File: src/tpc_defines.svh
// Register offsets, field positions, reset values of the trace power regs
`ifndef TPC_DEFINES_SVH
`define TPC_DEFINES_SVH

// Byte addresses on the register bus
`define TPC_OFS_MAIN_CTRL    12'h000
`define TPC_OFS_RES_CONFIG   12'h004
`define TPC_OFS_OS_LOCK      12'h300
`define TPC_OFS_OS_LOCK_STAT 12'h304
`define TPC_OFS_CLAIM_SET    12'hfa0
`define TPC_OFS_CLAIM_CLR    12'hfa4
`define TPC_OFS_LOCK_ACCESS  12'hfb0
`define TPC_OFS_LOCK_STAT    12'hfb4
`define TPC_ADDR_W           12

// Main control register
`define TPC_MAIN_RESET       32'h0000_0401
`define TPC_MAIN_WMASK       32'h7000_d701
`define TPC_MAIN_PD_WMASK    32'h0000_0001
`define TPC_MAIN_PD_BIT      0

// Configuration code fields
`define TPC_CFG_ID_BIT       31
`define TPC_CFG_SWACC_BIT    27
`define TPC_CFG_SSTOP_BIT    26
`define TPC_CFG_CTXID_LSB    24
`define TPC_CFG_CTXID_VAL    2'h1
`define TPC_CFG_STALL_BIT    23
`define TPC_CFG_STALL_VAL    1'h0
`define TPC_CFG_EXTOUT_LSB   20
`define TPC_CFG_EXTOUT_VAL   3'h2
`define TPC_CFG_EXTIN_LSB    17
`define TPC_CFG_EXTIN_VAL    3'h4
`define TPC_CFG_SEQ_BIT      16
`define TPC_CFG_CNT_LSB      13
`define TPC_CFG_CNT_VAL      3'h2
`define TPC_CFG_ADDRCMP_LSB  0
`define TPC_CFG_ADDRCMP_VAL  4'h4

// Claim tags, software lock, OS lock
`define TPC_CLAIM_W          8
`define TPC_CLAIM_RESET      8'h00
`define TPC_LOCK_KEY         32'hc5ac_ce55
`define TPC_LOCK_RESET       1'h1
`define TPC_OSLOCK_RESET     1'h0

`endif

File: src/tpc_pkg.sv
// Types shared by the trace power and configuration register bank
package tpc_pkg;
    typedef logic [31:0] tpc_word_t;
    typedef logic [3:0]  tpc_strb_t;
    typedef enum logic [1:0] {
        TPC_RESP_OKAY   = 2'b00,
        TPC_RESP_SLVERR = 2'b10
    } tpc_resp_e;
endpackage

File: src/tpc_regs.sv
// Trace power-down control and resource configuration register bank
//
// The register offsets and the AXI4-Lite interface to the registers are this design's own decisions.
`timescale 1ns/1ps
`include "tpc_defines.svh"
module tpc_regs (
    input  wire logic                      mclk,
    input  wire logic                      rst,
    input  wire logic [`TPC_ADDR_W-1:0]    awaddr,
    input  wire logic                      awvalid,
    output logic                           awready,
    input  wire tpc_pkg::tpc_word_t        wdata,
    input  wire tpc_pkg::tpc_strb_t        wstrb,
    input  wire logic                      wvalid,
    output logic                           wready,
    output logic [1:0]                     bresp,
    output logic                           bvalid,
    input  wire logic                      bready,
    input  wire logic [`TPC_ADDR_W-1:0]    araddr,
    input  wire logic                      arvalid,
    output logic                           arready,
    output tpc_pkg::tpc_word_t             rdata,
    output logic [1:0]                     rresp,
    output logic                           rvalid,
    input  wire logic                      rready,
    output logic                           tracePowerDownOut,
    output logic                           tracePowerUpOut,
    output tpc_pkg::tpc_word_t             traceMainControl
);

    ////////////////////////////////////////////////////////////////////////
    // Constant configuration code

    tpc_pkg::tpc_word_t cfgCode;

    always_comb begin
        cfgCode = 32'h0000_0000;
        cfgCode[`TPC_CFG_ID_BIT]    = 1'b1;
        cfgCode[`TPC_CFG_SWACC_BIT] = 1'b1;
        cfgCode[`TPC_CFG_SSTOP_BIT] = 1'b1;
        cfgCode[`TPC_CFG_CTXID_LSB +: 2]  = `TPC_CFG_CTXID_VAL;
        cfgCode[`TPC_CFG_STALL_BIT] = `TPC_CFG_STALL_VAL;
        cfgCode[`TPC_CFG_EXTOUT_LSB +: 3] = `TPC_CFG_EXTOUT_VAL;
        cfgCode[`TPC_CFG_EXTIN_LSB +: 3]  = `TPC_CFG_EXTIN_VAL;
        cfgCode[`TPC_CFG_SEQ_BIT]   = 1'b1;
        cfgCode[`TPC_CFG_CNT_LSB +: 3]    = `TPC_CFG_CNT_VAL;
        cfgCode[`TPC_CFG_ADDRCMP_LSB +: 4] = `TPC_CFG_ADDRCMP_VAL;
    end

    ////////////////////////////////////////////////////////////////////////
    // Write channel: address and data taken in either order

    logic                   awHeld_reg;
    logic                   awHeld_next;
    logic                   wHeld_reg;
    logic                   wHeld_next;
    logic [`TPC_ADDR_W-1:0] wAddr_reg;
    logic [`TPC_ADDR_W-1:0] wAddr_next;
    tpc_pkg::tpc_word_t     wData_reg;
    tpc_pkg::tpc_word_t     wData_next;
    tpc_pkg::tpc_strb_t     wStrb_reg;
    tpc_pkg::tpc_strb_t     wStrb_next;
    logic                   bValid_reg;
    logic                   bValid_next;
    tpc_pkg::tpc_resp_e     bResp_reg;
    tpc_pkg::tpc_resp_e     bResp_next;
    logic                   doWrite;
    logic                   wrHit;

    assign awready = !awHeld_reg && !bValid_reg;
    assign wready  = !wHeld_reg && !bValid_reg;
    assign doWrite = awHeld_reg && wHeld_reg && !bValid_reg;

    always_comb begin
        case (wAddr_reg)
            `TPC_OFS_MAIN_CTRL,
            `TPC_OFS_RES_CONFIG,
            `TPC_OFS_OS_LOCK,
            `TPC_OFS_CLAIM_SET,
            `TPC_OFS_CLAIM_CLR,
            `TPC_OFS_LOCK_ACCESS: wrHit = 1'b1;
            default:              wrHit = 1'b0;
        endcase
    end

    always_comb begin
        awHeld_next = awHeld_reg;
        wHeld_next  = wHeld_reg;
        wAddr_next  = wAddr_reg;
        wData_next  = wData_reg;
        wStrb_next  = wStrb_reg;
        bValid_next = bValid_reg;
        bResp_next  = bResp_reg;
        if (awvalid && awready) begin
            awHeld_next = 1'b1;
            wAddr_next  = awaddr;
        end
        if (wvalid && wready) begin
            wHeld_next = 1'b1;
            wData_next = wdata;
            wStrb_next = wstrb;
        end
        if (doWrite) begin
            awHeld_next = 1'b0;
            wHeld_next  = 1'b0;
            bValid_next = 1'b1;
            bResp_next  = wrHit ? tpc_pkg::TPC_RESP_OKAY
                                : tpc_pkg::TPC_RESP_SLVERR;
        end else if (bValid_reg && bready) begin
            bValid_next = 1'b0;
        end
    end

    always_ff @(posedge mclk) begin
        if (rst) begin
            awHeld_reg <= 1'b0;
            wHeld_reg  <= 1'b0;
            wAddr_reg  <= '0;
            wData_reg  <= 32'h0000_0000;
            wStrb_reg  <= 4'h0;
            bValid_reg <= 1'b0;
            bResp_reg  <= tpc_pkg::TPC_RESP_OKAY;
        end else begin
            awHeld_reg <= awHeld_next;
            wHeld_reg  <= wHeld_next;
            wAddr_reg  <= wAddr_next;
            wData_reg  <= wData_next;
            wStrb_reg  <= wStrb_next;
            bValid_reg <= bValid_next;
            bResp_reg  <= bResp_next;
        end
    end

    assign bvalid = bValid_reg;
    assign bresp  = bResp_reg;

    ////////////////////////////////////////////////////////////////////////
    // Register state

    tpc_pkg::tpc_word_t     main_reg;
    tpc_pkg::tpc_word_t     main_next;
    tpc_pkg::tpc_word_t     mainMerged;
    tpc_pkg::tpc_word_t     mainMask;
    logic [`TPC_CLAIM_W-1:0] claim_reg;
    logic [`TPC_CLAIM_W-1:0] claim_next;
    logic                   swLock_reg;
    logic                   swLock_next;
    logic                   osLock_reg;
    logic                   osLock_next;

    // A write carrying the power-down bit keeps only bit 0
    assign mainMask = wData_reg[`TPC_MAIN_PD_BIT] && wStrb_reg[0]
                    ? `TPC_MAIN_PD_WMASK : `TPC_MAIN_WMASK;

    tpc_strb_merge #(
        .WIDTH (32)
    ) u_mainMerge (
        .oldVal (main_reg),
        .newVal (wData_reg),
        .strb   (wStrb_reg),
        .wmask  (mainMask),
        .merged (mainMerged)
    );

    always_comb begin
        main_next   = main_reg;
        claim_next  = claim_reg;
        swLock_next = swLock_reg;
        osLock_next = osLock_reg;
        if (doWrite) begin
            case (wAddr_reg)
                `TPC_OFS_MAIN_CTRL:   main_next = mainMerged;
                `TPC_OFS_CLAIM_SET: begin
                    if (wStrb_reg[0]) begin
                        claim_next = claim_reg | wData_reg[7:0];
                    end
                end
                `TPC_OFS_CLAIM_CLR: begin
                    if (wStrb_reg[0]) begin
                        claim_next = claim_reg & ~wData_reg[7:0];
                    end
                end
                `TPC_OFS_LOCK_ACCESS: begin
                    if (wStrb_reg == 4'hf) begin
                        swLock_next = wData_reg != `TPC_LOCK_KEY;
                    end
                end
                `TPC_OFS_OS_LOCK: begin
                    if (wStrb_reg[0]) begin
                        osLock_next = wData_reg[0];
                    end
                end
                default: main_next = main_reg;
            endcase
        end
    end

    always_ff @(posedge mclk) begin
        if (rst) begin
            main_reg   <= `TPC_MAIN_RESET;
            claim_reg  <= `TPC_CLAIM_RESET;
            swLock_reg <= `TPC_LOCK_RESET;
            osLock_reg <= `TPC_OSLOCK_RESET;
        end else begin
            main_reg   <= main_next;
            claim_reg  <= claim_next;
            swLock_reg <= swLock_next;
            osLock_reg <= osLock_next;
        end
    end

    // Power controller halts trace clocks while this pin is high
    assign tracePowerDownOut = main_reg[`TPC_MAIN_PD_BIT];
    assign tracePowerUpOut   = !main_reg[`TPC_MAIN_PD_BIT];
    assign traceMainControl  = main_reg;

    ////////////////////////////////////////////////////////////////////////
    // Read channel: one cycle from address to data

    logic               rValid_reg;
    logic               rValid_next;
    tpc_pkg::tpc_word_t rData_reg;
    tpc_pkg::tpc_word_t rData_next;
    tpc_pkg::tpc_resp_e rResp_reg;
    tpc_pkg::tpc_resp_e rResp_next;

    assign arready = !rValid_reg;

    always_comb begin
        rValid_next = rValid_reg;
        rData_next  = rData_reg;
        rResp_next  = rResp_reg;
        if (arvalid && arready) begin
            rValid_next = 1'b1;
            rResp_next  = tpc_pkg::TPC_RESP_OKAY;
            case (araddr)
                `TPC_OFS_MAIN_CTRL:    rData_next = main_reg;
                `TPC_OFS_RES_CONFIG:   rData_next = cfgCode;
                `TPC_OFS_CLAIM_SET,
                `TPC_OFS_CLAIM_CLR:    rData_next = {24'h0, claim_reg};
                `TPC_OFS_LOCK_STAT:    rData_next = {30'h0, swLock_reg, 1'b1};
                `TPC_OFS_OS_LOCK_STAT: rData_next = {30'h0, osLock_reg, 1'b0};
                `TPC_OFS_OS_LOCK,
                `TPC_OFS_LOCK_ACCESS:  rData_next = 32'h0000_0000;
                default: begin
                    rData_next = 32'h0000_0000;
                    rResp_next = tpc_pkg::TPC_RESP_SLVERR;
                end
            endcase
        end else if (rValid_reg && rready) begin
            rValid_next = 1'b0;
        end
    end

    always_ff @(posedge mclk) begin
        if (rst) begin
            rValid_reg <= 1'b0;
            rData_reg  <= 32'h0000_0000;
            rResp_reg  <= tpc_pkg::TPC_RESP_OKAY;
        end else begin
            rValid_reg <= rValid_next;
            rData_reg  <= rData_next;
            rResp_reg  <= rResp_next;
        end
    end

    assign rvalid = rValid_reg;
    assign rdata  = rData_reg;
    assign rresp  = rResp_reg;
endmodule

File: src/tpc_strb_merge.sv
// Byte-lane write merge under a writable-bit mask
`timescale 1ns/1ps
module tpc_strb_merge #(
    parameter int WIDTH = 32
) (
    input  wire logic [WIDTH-1:0]   oldVal,
    input  wire logic [WIDTH-1:0]   newVal,
    input  wire logic [WIDTH/8-1:0] strb,
    input  wire logic [WIDTH-1:0]   wmask,
    output logic      [WIDTH-1:0]   merged
);
    logic [WIDTH-1:0] laneMask;

    always_comb begin
        for (int i = 0; i < WIDTH / 8; i++) begin
            laneMask[i*8 +: 8] = {8{strb[i]}};
        end
    end

    assign merged = (oldVal & ~(laneMask & wmask))
                  | (newVal & laneMask & wmask);
endmodule

File: config.mk
export PLATFORM = sky130hd
export DESIGN_NAME = tpc_regs
export DESIGN_NICKNAME = d
export VERILOG_FILES = /design/src/tpc_pkg.sv /design/src/tpc_regs.sv /design/src/tpc_strb_merge.sv
export VERILOG_INCLUDE_DIRS = /design/src /design/src/src
export SDC_FILE = /design/constraint.sdc
export NUM_CORES = 1
export LEC_CHECK = 0
export BUFFER_PORTS_ARGS = -buffer_cell sky130_fd_sc_hd__buf_2
export CAP_MARGIN = 20
export CORE_ASPECT_RATIO = 1.4
export CORE_MARGIN = 2
export CORE_UTILIZATION = 54
export DETAILED_ROUTE_END_ITERATION = 10
export MAX_ROUTING_LAYER = met4
export PLACE_DENSITY = 0.93
export SLEW_MARGIN = 30
export SYNTH_ARGS = -nofsm -noshare
export SYNTH_HDL_FRONTEND = slang
export SYNTH_SLANG_ARGS = --single-unit
File: constraint.sdc
create_clock -name mclk -period 4.8 [get_ports mclk]
set_clock_uncertainty 0.2 [all_clocks]
set_input_delay 0.24 -clock mclk [delete_from_list [all_inputs] [get_ports mclk]]
set_output_delay 0.24 -clock mclk [all_outputs]
set_load 0.005 [all_outputs]
Word-level counts from Yosys, hierarchy flattened --
Index checks and enable logic that the tools add are counted.
Storage, ports and cells: register bits after elaboration 130, input port bits 67, output and inout bits 75, logic and storage cells 79
Operators by class: equality and inequality tests 16, muxes and demuxes 12, bitwise logic cells 9, reductions and logical operators 28
Operator list (count):
- case mux 32 bit (5 select lines) | 1
- equality test 12 bit, second input constant | 7
- AND 32 x 31 -> 32 bit | 2
- AND 32 bit | 2
- equality test 12 x 10 -> 1 bit, second input constant | 3
- inequality test 32 bit, second input constant | 1
- NOT 32 bit | 1
- OR 32 bit | 1
- 2-to-1 mux 31 bit | 1
- equality test 12 x 3 -> 1 bit, second input constant | 2
- zero test 12 bit | 2
- 2-to-1 mux 8 bit | 2
- case mux 8 bit (2 select lines) | 1
- logical AND 1 bit | 10
- AND 8 bit | 1
- NOT 8 bit | 1
- OR 8 bit | 1
- OR reduction 8 bit | 1
- AND reduction 3 bit | 2
- nonzero test 2 bit | 3
- OR reduction 6 bit | 1
- zero test 1 bit | 5
- 2-to-1 mux 1 bit | 5
- equality test 4 bit, second input constant | 1
- other kinds (5) | 8

Depth between registers and ports, before layout --
depth after elaboration 6, depth in mapped cells 6, gate-level depth less buffers 4

Hierarchy --
Synthesis repeated with hierarchy kept, for this count alone.
Second synthesis, totals: cell total of the unflattened synthesis 657, area, all modules 5574.1 µm²
Modules (own cells, without submodules):
- tpc_regs | times used 1, cells an instance 589, area an instance 4928.5 µm², sequential area each 2562.5 µm²
- tpc_strb_merge | times used 1, cells an instance 68, area an instance 645.6 µm², sequential area each 0.0 µm²

Worst setup path before layout --
No wires, ideal clock.
path kind register to register, start register bValid_reg, in the netlist bvalid, end register main_reg[10], in the netlist traceMainControl[10], library setup time 0.114 ns, arrival time 1.476 ns, required time 4.486 ns, setup slack 3.010 ns, stages on the path, launching flop included 6, path buffers 1, clock period less this slack 1.790 ns, cell sequence dfxtp_1 > and3b_1 > clkbuf_1 > nand3_1 > or3_1 > a21o_1
Between the ends: cells in the longest elaborated chain, start to end 3
RTL lines:
- start: declaration | RTL line tpc_regs.sv:63 | logic bValid_reg;
- start signal: assignment | RTL line tpc_regs.sv:129 | bValid_reg <= bValid_next;
- zero test 1 bit | RTL line tpc_regs.sv:72 | assign doWrite = awHeld_reg && wHeld_reg && !bValid_reg;
- logical AND 1 bit | RTL line tpc_regs.sv:72
- AND reduction 2 bit (no source line)
- end signal: assignment | RTL line tpc_regs.sv:200 | main_reg <= `TPC_MAIN_RESET;
- end signal: assignment | RTL line tpc_regs.sv:205 | main_reg <= main_next;
- end: declaration | RTL line tpc_regs.sv:140 | tpc_pkg::tpc_word_t main_reg;
No other way between the ends. A chain may end at the register's enable or synchronous reset.

Final worst setup path --
start register wAddr_reg[0], end register swLock_reg
Between the ends: cells in the longest elaborated chain, start to end 2
RTL lines:
- start: declaration | RTL line tpc_regs.sv:57 | logic [`TPC_ADDR_W-1:0] wAddr_reg;
- start signal: assignment | RTL line tpc_regs.sv:126 | wAddr_reg <= wAddr_next;
- equality test 12 bit | RTL line tpc_regs.sv:171 | case (wAddr_reg)
- AND reduction 3 bit (no source line)
- end signal: assignment | RTL line tpc_regs.sv:202 | swLock_reg <= `TPC_LOCK_RESET;
- end signal: assignment | RTL line tpc_regs.sv:207 | swLock_reg <= swLock_next;
- end: declaration | RTL line tpc_regs.sv:146 | logic swLock_reg;
No other way between the ends.

==> flow_summary.toml <==
[synth]
yosys.area_share.xor_xnor = 0.00217
synthMuxAreaShare = 0.00247
postSynth.asyncResetShare = 0
yosysSeqAreaShare = 0.455
synthAdderAreaFrac = 0
ys_types = 47
synthesis.area_mm2 = 0.00405
synth_edf_count = 0
ys_ff_latch = 92
postSynthAreaPerCell_um2 = 8.11
synthSimpleGateAreaFrac = 0.255
postSynthCellCount = 499
synth_ff_type = "dfxtp_1"
synth_compound_area_frac = 0.170
ys_warn_count = 0
synth_top_family_by_area = "simple AND/OR/NAND/NOR gates"

[sta]
fin_crit_ps = 2250
slew_headroom = 0.453
worst_slew_pin_slew_ps = 821
maxSlewViolCount = 0
finalCritPeriodShare = 0.469
setup_viol = 0
fmax_ghz = 0.444
tns_ps = 0
finalHoldViolCount = 0
rsz0062_at_grt = "false"

[floorplan]
die_area_mm2 = 0.00821
start_util = 0.553
core_area_mm2 = 0.00731
die_x_um = 77.2
row_count = 37
die_y_um = 106
io_pins = 142

[setup_path]
critPathArrivalTime_ps = 2300
worst_setup_path_end_kind = "register"
critPathMaxFanout = 20
critPathKind = "reg -> reg"
required_ps = 4850
start_kind = "register"

[pwr]
p_int_w = 0.00113
vdd_ir_drop_max_mv = 0.261
switching_share = 0.275
power_frac_seq = 0.532
p_switching_w = 0.000427
powerDensity_mw_per_mm2 = 303
p_clk_frac = 0.338
static-leakage-power_nw = 2.13
pwr-share-comb = 0.130

[global_routing]
antenna_found_initial = 0
grt_usage = 0.281
grt_pass1_wl_mm = 17.7
busiest_layer = "met2"
met2_usage = 0.513
grt_max_degree = 47
use_met1 = 0.287
grt_overflow = 0
use_met3 = 0.0433
grt_pass1_vias = 3842

[clocking]
clk_pin_slew_ps = 90
htreeDepth = 3
cts_setup_buffers = 0
clock_tree.root_cell = "clkbuf_8"
cts_buffers = 9
cts_tree = "built"
clk_latency_ps = 370
cts.sinks = 92
cts_buffer_depth = 2

[placement]
dp_hpwl_mm = 7.06
place.gp.congestion = 0.818
port_buffers = 109
postPlaceCellArea_mm2 = 0.00444

[layout]
areaGrowthSynthToFinish_pct = 26.7
final_common_cell = "buf_2"
post-route-util = 0.701
antennaDiodeCount = 0
nFillCells = 544
largest_reg_flops = 32
layout_common_cells = "buf_2, nand2_1, dfxtp_1, a21oi_1, dlygate4sd3_1"
regArea_mm2 = 0.00184
multi_input_area_mm2 = 0.00187
drive_above_1_share = 0.225
stdcell_area_mm2 = 0.00513
fin_nets = 698

[flow_run]
drv_cap = 0

[detailed_routing]
drt_iter0_drc = 348
wl_mm = 11.3
vias = 4104
drc_errors = 0
viasPerCell = 5.60
ant_nets = 0
detail_route.first_pass.iterations = 6
wire_per_inst_um = 15.5

[status]
status = "completed"

[min_path]
hold_class = "in -> reg"
## worst paths after layout
check | startpoint | end | slack, ps | cells past startpoint
min reg2reg | rdata[7] | rdata[7] | 260 | 2
max reg2reg | wAddr_reg[0] | swLock_reg | 2550 | 4
min | araddr[2] | rdata[27] | 40 | 3
max | wAddr_reg[0] | swLock_reg | 2550 | 4
## critical path: stages, from the launching register on
cell and delay [ps]:
dfxtp_1 330, nor4_2 480, and3_1 690, nand4_1 260, mux2i_1 170
## cell type report
cell class | instances | share of cell area
clock buffer | 10 | 0.0249
clock inverter | 6 | 0.0142
inverter | 14 | 0.0103
multi-input combinational | 355 | 0.364
sequential | 92 | 0.359
tap | 97 | 0.0237
timing repair buffer | 159 | 0.204
## per-layer routing
metal  share of wire  wire, µm  vias up
met5               0         0        -
met4           0.033       379        0
met3           0.063       718       43
met2            0.55      6190      244
met1            0.36      4050     1898
li1                -         -     1919
## stage by stage
stage / hold slack, ps / power [W] / setup WS, ps / std cells
2_1_floorplan: 176 / 0.000961 / 3010 / 530
3_3_place_gp: 234 / 0.000996 / 2510 / 668
3_5_place_dp: 244 / 0.00100 / 2630 / 668
4_1_cts: 20.6 / 0.00155 / 2610 / 733
5_1_grt: 45.0 / 0.00161 / 2440 / 733
6_report: 38.3 / 0.00156 / 2550 / 733
## synth_stat cells (all sizes together) (9+ instances only)
master / count / area share
clkbuf: 23 / 0.021
nand2: 107 / 0.099
inv: 14 / 0.013
nand4b: 10 / 0.022
nand4: 15 / 0.023
dfxtp: 92 / 0.46
o21ai: 14 / 0.017
a22oi: 9 / 0.017
nor2: 22 / 0.020
a21oi: 74 / 0.092
buf: 46 / 0.080
a31o: 9 / 0.019
nand3: 12 / 0.015
## power by group through the flow
stage / Clock (W) / Combinational, W / Sequential, W
after floorplan: 0 / 0.000130 / 0.000831
after global placement: 0 / 0.000156 / 0.000840
after detailed placement: 0 / 0.000162 / 0.000842
after CTS: 0.000529 / 0.000194 / 0.000825
after global routing: 0.000560 / 0.000221 / 0.000831
final: 0.000526 / 0.000202 / 0.000827
## cell families (layout without fill, tap and decap cells)
group,Yosys count,in the layout
buffers and inverters,83,189
other,1,32
muxes,1,1
DFF,92,92
and+or+nand+nor,202,202
xor gates and xnor gates,1,1
AOI/OAI and AO/OA,119,119
## timing repair
action,CTS,global route
endpoints found under the hold margin,49,0
resized for setup,0,0
hold buffers,49,0
Note: power is estimated with default switching activity, not from simulation.
